===== src/ifc_defs.vh =====
// Constants for the intermediate frequency counter
`ifndef IFC_DEFS_VH
`define IFC_DEFS_VH

// ==========================================
// Mode register layout
`define IFC_MODE_W 4
`define IFC_MODE_RST 4'h0
`define IFC_SEL_HI 3
`define IFC_SEL_LO 2
`define IFC_GATE_HI 1
`define IFC_GATE_LO 0

// ==========================================
// Input select codes
`define IFC_SEL_OFF 2'h0
`define IFC_SEL_AM 2'h1
`define IFC_SEL_FM 2'h2
`define IFC_SEL_BOTH 2'h3

// ==========================================
// Gate time codes and lengths in timebase ticks
`define IFC_GATE_1MS 2'h0
`define IFC_GATE_4MS 2'h1
`define IFC_GATE_8MS 2'h2
`define IFC_GATE_OPEN 2'h3
`define IFC_TICKS_1MS 4'h1
`define IFC_TICKS_4MS 4'h4
`define IFC_TICKS_8MS 4'h8

// ==========================================
// Counter and timebase
`define IFC_CNT_W 16
`define IFC_CNT_RST 16'h0000
`define IFC_CLK_HZ 100000000
`define IFC_TB_HZ 1000
`define IFC_TB_DIV (`IFC_CLK_HZ / `IFC_TB_HZ)
`define IFC_TB_W 17

`endif


===== src/ifc_edge_sync.v =====
// Two-stage synchroniser with rising edge detector
`timescale 1ns/1ps

module ifc_edge_sync (
  input wire ref_clk_in,
  input wire sys_rst_in,
  input wire sig_in,
  output wire level_out,
  output wire rise_out
);

  reg meta;
  reg sync;
  reg prev;

  // First stage feeds only the second stage
  always @(posedge ref_clk_in) begin
    if (sys_rst_in) begin
      meta <= 1'b0;
      sync <= 1'b0;
      prev <= 1'b0;
    end else begin
      meta <= sig_in;
      sync <= meta;
      prev <= sync;
    end
  end

  assign level_out = sync;
  assign rise_out = sync & ~prev;

endmodule // ifc_edge_sync


===== src/ifc_counter.v =====
// Intermediate frequency counter: mode register, gate control, 16-bit counter
`timescale 1ns/1ps
`include "ifc_defs.vh"

// What this block does
// RQ1: FM input halved, AM input counted directly
// RQ2: Upper mode bits select input or disable
// RQ3: Lower mode bits select 1/4/8 ms or open
// RQ4: Mode write clears count, flag; starts counting
// RQ5: Reset clears mode register to zero
// RQ6: Gate opens at next timebase rising edge
// RQ7: Open gate counts selected input rising edges
// RQ8: Timed gate close sets flag and interrupt
// RQ9: Interrupt request clears when serviced
// RQ10: Gate-complete flag resets, clears on start
// RQ11: Open-gate mode counts until next mode write
// RQ12: Input bits cleared stops count, holds value (the mode write that clears them also clears the count to zero)
// RQ13: Counter wraps past maximum and continues
// RQ14: Count read as two byte halves
// RQ15: Mode register four bits, read and write
// RQ16: Reset clears count to zero
// RQ17: Software polls flag or interrupt first
// RQ18: Gate timing from internal 1 kHz timebase
// RQ19: Inputs synchronised; ticks counted to close gate
module ifc_counter #(
  parameter TB_DIV = `IFC_TB_DIV
) (
  input wire ref_clk_in,
  input wire sys_rst_in,
  input wire am_if_input_in,
  input wire fm_if_input_in,
  input wire mode_wr_in,
  input wire [3:0] mode_wdata_in,
  input wire irq_service_in,
  output wire [3:0] if_count_mode_out,
  output wire [7:0] if_count_low_byte_out,
  output wire [7:0] if_count_high_byte_out,
  output wire gate_complete_flag_out,
  output wire count_irq_request_out,
  output wire gate_open_out
);

  // ==========================================
  // Gate states
  localparam [2:0] ST_IDLE = 3'b001;
  localparam [2:0] ST_WAIT = 3'b010;
  localparam [2:0] ST_GATE = 3'b100;

  reg [3:0] if_count_mode;
  reg [15:0] count;
  reg gate_complete_flag;
  reg count_irq_request;
  reg [2:0] state;
  reg [2:0] next_state;
  reg [16:0] tb_cnt;
  reg tb_tick;
  reg [3:0] ticks;
  reg fm_half;

  wire am_level;
  wire am_rise;
  wire fm_level;
  wire fm_rise;

  wire [1:0] sel = if_count_mode[`IFC_SEL_HI:`IFC_SEL_LO];
  wire [1:0] gate_sel = if_count_mode[`IFC_GATE_HI:`IFC_GATE_LO];
  wire [1:0] wr_sel = mode_wdata_in[`IFC_SEL_HI:`IFC_SEL_LO];

  // Gate length in timebase ticks; open-gate never reaches its limit
  function [3:0] gate_ticks;
    input [1:0] g;
    begin
      case (g)
        `IFC_GATE_1MS: gate_ticks = `IFC_TICKS_1MS; // RQ3
        `IFC_GATE_4MS: gate_ticks = `IFC_TICKS_4MS; // RQ3
        `IFC_GATE_8MS: gate_ticks = `IFC_TICKS_8MS; // RQ3
        default: gate_ticks = `IFC_TICKS_8MS;
      endcase
    end
  endfunction

  // ==========================================
  // Input conditioning
  ifc_edge_sync u_am_sync (
    .ref_clk_in(ref_clk_in),
    .sys_rst_in(sys_rst_in),
    .sig_in(am_if_input_in),
    .level_out(am_level),
    .rise_out(am_rise)
  ); // RQ19

  ifc_edge_sync u_fm_sync (
    .ref_clk_in(ref_clk_in),
    .sys_rst_in(sys_rst_in),
    .sig_in(fm_if_input_in),
    .level_out(fm_level),
    .rise_out(fm_rise)
  ); // RQ19

  // FM divide-by-two: toggles on each FM rising edge
  always @(posedge ref_clk_in) begin
    if (sys_rst_in || mode_wr_in) begin
      fm_half <= 1'b0;
    end else if (fm_rise) begin
      fm_half <= ~fm_half; // RQ1
    end
  end

  // One count per AM edge, per second FM edge
  wire fm_count = fm_rise & fm_half; // RQ1
  reg in_rise;
  always @* begin
    case (sel)
      `IFC_SEL_AM: in_rise = am_rise; // RQ2
      `IFC_SEL_FM: in_rise = fm_count; // RQ2
      `IFC_SEL_BOTH: in_rise = am_rise | fm_count; // RQ2
      default: in_rise = 1'b0; // RQ12
    endcase
  end

  // Input already high when the gate opens adds one count (+1, 0 error)
  reg in_level;
  always @* begin
    case (sel)
      `IFC_SEL_AM: in_level = am_level;
      `IFC_SEL_FM: in_level = fm_level & ~fm_half;
      `IFC_SEL_BOTH: in_level = am_level;
      default: in_level = 1'b0;
    endcase
  end

  // ==========================================
  // 1 kHz timebase, free running
  always @(posedge ref_clk_in) begin
    if (sys_rst_in) begin
      tb_cnt <= 17'h00000;
      tb_tick <= 1'b0;
    end else if (tb_cnt == TB_DIV - 1) begin
      tb_cnt <= 17'h00000;
      tb_tick <= 1'b1; // RQ18
    end else begin
      tb_cnt <= tb_cnt + 17'h00001;
      tb_tick <= 1'b0;
    end
  end

  // ==========================================
  // Mode register
  always @(posedge ref_clk_in) begin
    if (sys_rst_in) begin
      if_count_mode <= `IFC_MODE_RST; // RQ5
    end else if (mode_wr_in) begin
      if_count_mode <= mode_wdata_in; // RQ15
    end
  end

  // ==========================================
  // Gate state machine
  always @* begin
    next_state = state;
    case (state)
      ST_IDLE: begin
        next_state = ST_IDLE;
      end
      ST_WAIT: begin
        if (sel == `IFC_SEL_OFF) begin
          next_state = ST_IDLE; // RQ12
        end else if (tb_tick) begin
          next_state = ST_GATE; // RQ6
        end
      end
      ST_GATE: begin
        if (sel == `IFC_SEL_OFF) begin
          next_state = ST_IDLE; // RQ12
        end else if (gate_sel != `IFC_GATE_OPEN && tb_tick && ticks == gate_ticks(gate_sel) - 4'h1) begin
          next_state = ST_IDLE; // RQ19
        end
      end
      default: next_state = ST_IDLE;
    endcase
    // A write restarts or stops, whatever the current state
    if (mode_wr_in) begin
      next_state = (wr_sel != `IFC_SEL_OFF) ? ST_WAIT : ST_IDLE; // RQ4 RQ11
    end
  end

  wire timed_close = (state == ST_GATE) && !mode_wr_in && sel != `IFC_SEL_OFF &&
    gate_sel != `IFC_GATE_OPEN && tb_tick && ticks == gate_ticks(gate_sel) - 4'h1;
  wire opening = (state == ST_WAIT) && (next_state == ST_GATE);

  always @(posedge ref_clk_in) begin
    if (sys_rst_in) begin
      state <= ST_IDLE;
      ticks <= 4'h0;
    end else begin
      state <= next_state;
      if (mode_wr_in || opening) begin
        ticks <= 4'h0;
      end else if (state == ST_GATE && tb_tick) begin
        ticks <= ticks + 4'h1; // RQ19
      end
    end
  end

  // ==========================================
  // Counter
  always @(posedge ref_clk_in) begin
    if (sys_rst_in) begin
      count <= `IFC_CNT_RST; // RQ16
    end else if (mode_wr_in) begin
      count <= `IFC_CNT_RST; // RQ4
    end else if (opening && in_level) begin
      count <= count + 16'h0001; // RQ7
    end else if (state == ST_GATE && in_rise) begin
      // Natural wrap from ffff to 0000
      count <= count + 16'h0001; // RQ7 RQ13
    end
  end

  // ==========================================
  // Completion flags; set wins over clear
  always @(posedge ref_clk_in) begin
    if (sys_rst_in) begin
      gate_complete_flag <= 1'b0; // RQ10
      count_irq_request <= 1'b0;
    end else begin
      if (timed_close) begin
        gate_complete_flag <= 1'b1; // RQ8
      end else if (mode_wr_in) begin
        gate_complete_flag <= 1'b0; // RQ10
      end
      if (timed_close) begin
        count_irq_request <= 1'b1; // RQ8
      end else if (irq_service_in) begin
        count_irq_request <= 1'b0; // RQ9
      end
    end
  end

  assign if_count_mode_out = if_count_mode;
  assign if_count_low_byte_out = count[7:0]; // RQ14
  assign if_count_high_byte_out = count[15:8]; // RQ14
  assign gate_complete_flag_out = gate_complete_flag;
  assign count_irq_request_out = count_irq_request;
  assign gate_open_out = (state == ST_GATE);

endmodule // ifc_counter


===== config.mk =====
export PLATFORM = sky130hd
export DESIGN_NAME = ifc_counter
export DESIGN_NICKNAME = d
export VERILOG_FILES = /design/src/ifc_edge_sync.v /design/src/ifc_counter.v
export VERILOG_INCLUDE_DIRS = /design/src /design/src/src
export SDC_FILE = /design/constraint.sdc
export NUM_CORES = 1
export LEC_CHECK = 0
export BUFFER_PORTS_ARGS = -buffer_cell sky130_fd_sc_hd__buf_4
export CAP_MARGIN = 20
export CORE_UTILIZATION = 52
export DETAILED_ROUTE_END_ITERATION = 10
export PLACE_DENSITY_LB_ADDON = 0.05
export SKIP_CTS_REPAIR_TIMING = 1
export SLEW_MARGIN = 20
export SYNTH_ARGS = -nofsm -noshare
export SYNTH_HDL_FRONTEND = slang
export SYNTH_SLANG_ARGS = --single-unit
export TNS_END_PERCENT = 1

===== constraint.sdc =====
create_clock -name ref_clk_in -period 3 [get_ports ref_clk_in]
set_input_delay 0 -clock ref_clk_in [delete_from_list [all_inputs] [get_ports ref_clk_in]]
set_output_delay 0 -clock ref_clk_in [all_outputs]
set_load 0.03 [all_outputs]

Yosys cells after proc, flatten, opt, wreduce, memory -nomap -nowiden
Index checks and enable logic that the tools add are counted.

storage, ports and cells
  register bits = 54
  bits of input ports = 10
  output and inout port bits = 23
  word-level logic and storage cells = 83

operators by class
  add/sub/neg operators = 5
  equal/unequal tests = 11
  multiplexer cells = 19
  bitwise gates (word level) = 8
  reduce and logical (&&, ||, !) cells = 25

operators by type and width
  kind                                                                   number
  16-bit two-way mux                                                     2
  17-bit by 1-bit adder with 17-bit output, second input constant        1
  17-bit equality test, second input constant                            1
  16-bit by 1-bit adder with 16-bit output, second input constant        1
  3-bit two-way mux                                                      5
  1-bit logical AND                                                      11
  2-bit nonzero test                                                     5
  4-bit equality test                                                    2
  4-bit two-way mux                                                      2
  4-bit one-hot mux with 2 select lines                                  1
  2-bit OR reduction                                                     4
  4-bit by 1-bit subtractor with 4-bit output, second input constant     2
  3-bit equality test, second input constant                             2
  3-bit one-hot mux with 2 select lines                                  1
  1-bit two-way mux                                                      5
  4-bit by 1-bit adder with 4-bit output, second input constant          1
  1-bit bitwise AND                                                      4
  2-bit by 1-bit equality test with 1-bit output, second input constant  2
  2-bit equality test, second input constant                             2
  2-bit zero test                                                        2
  3-bit by 2-bit equality test with 1-bit output, second input constant  1
  1-bit inverter                                                         3
  1-bit one-hot mux with 3 select lines                                  1
  1-bit logical OR                                                       2
  5 further kinds                                                        5

Longest topological paths before layout
  depth in word-level cells = 15
  gate-level depth with buffers = 8

By module
Synthesis repeated with hierarchy kept, for this count alone.

unflattened totals
  cells, all modules = 272
  area, all modules = 2422.3 um^2

by module, submodules not included
  module         instances  cells an instance  area an instance (um^2)  seq. area each (um^2)
  ifc_counter    1          258                2247.2                   960.9
  ifc_edge_sync  2          7                  87.6                     60.1

Worst setup path before layout
Ideal clock, no wire load.

  kind = register to register
  start point = register state[2]
  end point = register count[12]
  setup time = 71 ps
  data arrival time = 2310 ps
  setup slack = 620 ps
  cell stages (with the launch flop) = 6
  buffers on the path = 1
  path through = dfxtp_1 nor3b_1 a22oi_1 buf_6 or4_1 a21oi_1

on the way
  elaborated cells on any way between the ends = 14
  those cells by class = 3 x eq/ne; 7 x mux; 4 x reduce/logical

RTL lines
  what                                                      RTL line           RTL
  start: declaration                                        ifc_counter.v:53   reg [2:0] state;
  start signal: assignment                                  ifc_counter.v:196  state <= next_state;
  3-bit equality test *                                     --
  net gate_open_out                                         ifc_counter.v:40   output wire gate_open_out
  3-bit one-hot mux with 2 select lines                     ifc_counter.v:161  case (state)
  3-bit two-way mux                                         ifc_counter.v:182  if (mode_wr_in) begin
  3-bit equality test                                       ifc_counter.v:189  wire opening = (state == ST_WAIT) && (next_state == ST_GATE);
  1-bit logical AND                                         ifc_counter.v:189
  1-bit logical AND                                         ifc_counter.v:212  end else if (opening && in_level) begin
  16-bit two-way mux or 2-bit nonzero test (tied branches)  --
  end signal: assignment                                    ifc_counter.v:211  count <= `IFC_CNT_RST;
  end signal: assignment                                    ifc_counter.v:213  count <= count + 16'h0001;
  end signal: assignment                                    ifc_counter.v:216  count <= count + 16'h0001;
  end: declaration                                          ifc_counter.v:50   reg [15:0] count;

Mark *: on every way through the listed nets, which the timed path passes. The rest lies on a longest branch.
A chain may end at the register's enable or synchronous reset.

Worst setup path in the final report
  start point = register state[1]
  end point = register count[14]

on the way
  longest elaborated chain between the ends = 8
  elaborated cells on any way between the ends = 14
  those cells by class = 3 x eq/ne; 7 x mux; 4 x reduce/logical

RTL lines
  what                                                      RTL line
  3-bit two-way mux, on equally long branches               ifc_counter.v:175, ifc_counter.v:168
  3-bit two-way mux, on equally long branches               ifc_counter.v:173, ifc_counter.v:166
  3-bit one-hot mux with 2 select lines                     ifc_counter.v:161
  3-bit two-way mux                                         ifc_counter.v:182
  3-bit equality test                                       ifc_counter.v:189
  1-bit logical AND                                         ifc_counter.v:189
  1-bit logical AND                                         ifc_counter.v:212
  16-bit two-way mux or 2-bit nonzero test (tied branches)  --

Parallel ways exist; a longest one is shown, timed or not.

==> flow_metrics.env <==
export IMPL_hold_path_class="input pin to flop"
export IMPL_first_global_vias=1681
export IMPL_initial_utilization_pct=54.6
export IMPL_p_leak_nw=1.08
export IMPL_placer_congestion=0.784
export IMPL_design_core_area_um2=4380
export IMPL_area_growth_pct=19.8
export IMPL_timing_critical_path_to_type="flop"
export IMPL_drt_antenna_violating_nets=0
export IMPL_max_slew_margin_rel_pct=61.0
export IMPL_timing_final_crit_period_ns=2.13
export IMPL_initialDrtViolationCount=84
export IMPL_grt_pass1_wl_mm=7.49
export IMPL_core_rowCount=24
export IMPL_syn_avg_cell_area_um2=8.83
export IMPL_hpwlAfterDp_mm=3.11
export IMPL_fin_skew_ns=0.00561
export IMPL_num_vias=1962
export IMPL_yosysWarningCount=0
export IMPL_finalSetupViolations=0
export IMPL_dieWidth_um=69.8
export IMPL_synth_seq_cells=54
export IMPL_yosysSeqAreaShare_pct=45.2
export IMPL_worstPathArrival_ns=2.38
export IMPL_number_of_antenna_violations_at_the_first_check_in_global_routing=0
export IMPL_netlist_area_before_placement_um2=2390
export IMPL_fmax_mhz=470
export IMPL_critical_path_max_fanout=30
export IMPL_hold_viol_final=1
export IMPL_finalInstanceArea_um2=2870
export IMPL_grt_start_max_net_pins=31
export IMPL_io_pin_count=33
export IMPL_numClockSinks=54
export IMPL_route_detailed_vias_per_inst=5.38
export IMPL_fill_cells=408
export IMPL_rsz_0062_raised_after_global_routing="no"
export IMPL_cts_buffer_count=5
export IMPL_synth_enable_flop_cells=0
export IMPL_cts_root_buffer_cell="sky130_fd_sc_hd__clkbuf_8"
export IMPL_final_net_count=326
export IMPL_yosysTopAreaCellShare_pct=45.2
export IMPL_ff_latch_area_um2=1080
export IMPL_powerDensity_nw_per_um2=432
export IMPL_clk_latency_ns=0.32
export IMPL_gr_total_overflow=0
export IMPL_chipHeight_um=69.8
export IMPL_multi_input_comb_area_um2=1230
export IMPL_h_tree_depth=2
export IMPL_cp_start_kind="flop"
export IMPL_run_status="finished, violations left"
export IMPL_postSynthCellCount=271
export IMPL_crit_path_category="flop to flop"
export IMPL_final_min_period_over_clock_period_pct=70.9
export IMPL_largest_area_contributor_in_the_synthesized_netlist="sky130_fd_sc_hd__dfxtp_1"
export IMPL_async_set_or_reset_register_ratio_after_synthesis_pct=0
export IMPL_cts_tree="yes"
export IMPL_worstPathRequired_ns=3.25
export IMPL_antenna_diode_count=0
export IMPL_synth_fp_nets=285
export IMPL_layout_cell_share_with_drive_strength_beyond_1_pct=15.0
export IMPL_synth_top_cells_by_area="sky130_fd_sc_hd__dfxtp_1, sky130_fd_sc_hd__nor2_1, sky130_fd_sc_hd__xnor2_1, sky130_fd_sc_hd__a21oi_1, sky130_fd_sc_hd__xor2_1"
export IMPL_clockBufferDepth=2
export IMPL_floorplan_die_area_um2=4880
export IMPL_finalWirelength_mm=4.55
export IMPL_vdd_drop_max_uv=265
export IMPL_buffer_ports_inserted=32
export IMPL_routed_wire_length_per_instance_um=12.5
export IMPL_fin_tns_setup_ns=0
export IMPL_violations="hold timing"
export IMPL_tightestPinTransition_ns=0.585
export IMPL_post_route_drc_count=0
export IMPL_first_pass_iters=4
export IMPL_netlist_cell_type_count=42
export IMPL_ys_dominant_reg_cell="sky130_fd_sc_hd__dfxtp_1"
export IMPL_dpl_instance_area_um2=2650
export IMPL_finalHoldWorstSlack_ns=-0.0124
export IMPL_timing_final_max_slew_violations=0
export IMPL_track_usage_pct=19.1
export IMPL_cts_reportedPaths_clkPinSlew_ns=0.10
export IMPL_max_cap_violations=0
kinds of logic after synthesis:
| kind of cell | share of synthesized area, % |
|---|---|
| muxes | 2.51 |
| xor gates and xnor gates | 8.63 |
| and+or+nand+nor | 28.6 |
| adders and majority gates | 2.09 |
| buffers and inverters | 3.29 |
| AOI/OAI and AO/OA | 9.73 |
| DFF | 45.2 |
area by class of cell:
cell class / instances / area share [%]
Multi-Input combinational cell: 199 / 43.0
Sequential cell: 54 / 37.7
Timing Repair Buffer: 45 / 12.8
Clock buffer: 5 / 2.40
Tap cell: 52 / 2.27
Inverter: 7 / 0.917
Clock inverter: 3 / 0.873
critical path, stage by stage, from the launching register on:
cell                      delay, ns
sky130_fd_sc_hd__dfxtp_1       0.37
sky130_fd_sc_hd__or3b_4        0.41
sky130_fd_sc_hd__nor4b_2       0.25
sky130_fd_sc_hd__a22oi_1       0.11
sky130_fd_sc_hd__buf_4         0.25
sky130_fd_sc_hd__or4_1         0.52
sky130_fd_sc_hd__a21oi_1       0.15
per-layer routing:
metal,vias to the layer above,global-route usage [%],part of all wire (%)
met2,26,30.3,48
li1,1020,-,-
met3,6,5.67,3.4
met4,0,6.00,1.1
met1,910,25.0,48
met5,-,0,0
path summary, 6_finish.rpt:
path / slack (ns) / start / to / cells past startpoint
max: 0.87 / state[1] / count[14] / 6
min: -0.01 / irq_service_in / count_irq_request_out / 4
max reg2reg: 0.87 / state[1] / count[14] / 6
min reg2reg: 0.45 / u_am_sync.meta / u_am_sync.level_out / 1
cell usage in the layout, fill, tap and decap left out, types with 6 or more instances in the layout:
cell type	count
sky130_fd_sc_hd__xnor2_1	12
sky130_fd_sc_hd__dfxtp_1	54
sky130_fd_sc_hd__or3_1	11
sky130_fd_sc_hd__o21ai_0	14
sky130_fd_sc_hd__nand3_1	8
sky130_fd_sc_hd__nor2b_1	10
sky130_fd_sc_hd__xor2_1	9
sky130_fd_sc_hd__nor2_1	41
sky130_fd_sc_hd__nand4_1	7
sky130_fd_sc_hd__mux2i_1	6
sky130_fd_sc_hd__dlygate4sd3_1	12
sky130_fd_sc_hd__inv_1	7
sky130_fd_sc_hd__buf_4	33
sky130_fd_sc_hd__a21oi_1	18
sky130_fd_sc_hd__nand2_1	14
state kept, by name, indices dropped and copies added (netlist names), 3 cells and up:
register,cells
count,16
if_count_mode_out,4
state,3
tb_cnt,17
ticks,4
report_power, final:
part / internal [mW] / total (mW) / switching, mW
clock network: 0.169 / 0.419 / 0.250
logic: 0.0406 / 0.0793 / 0.0386
registers: 0.728 / 0.739 / 0.0106
synth_stat cells (all sizes together), types with 2 or more instances:
library cell	number
nand4	7
nor3	4
dfxtp	54
o31ai	4
o21ai	14
and2	4
nor2	41
and3	3
nand2b	3
nand3	8
buf	4
xnor2	12
inv	7
a21oi	18
ha	4
nor4	2
or3	11
or4	4
nand2	14
or2	3
nor2b	10
clkbuf	7
and4	5
mux2i	6
xor2	9
stage by stage:
stage	total power, mW	worst slack, ns	utilization (%)	cells
after floorplan	0.798	0.620	-	271
after global placement	0.821	0.908	60.5	345
after detailed placement	0.822	0.877	60.5	345
after CTS	1.24	0.855	62.6	353
after global routing	1.29	0.729	65.4	365
final	1.24	0.873	65.4	365
Note: power is estimated with default switching activity, not from simulation.
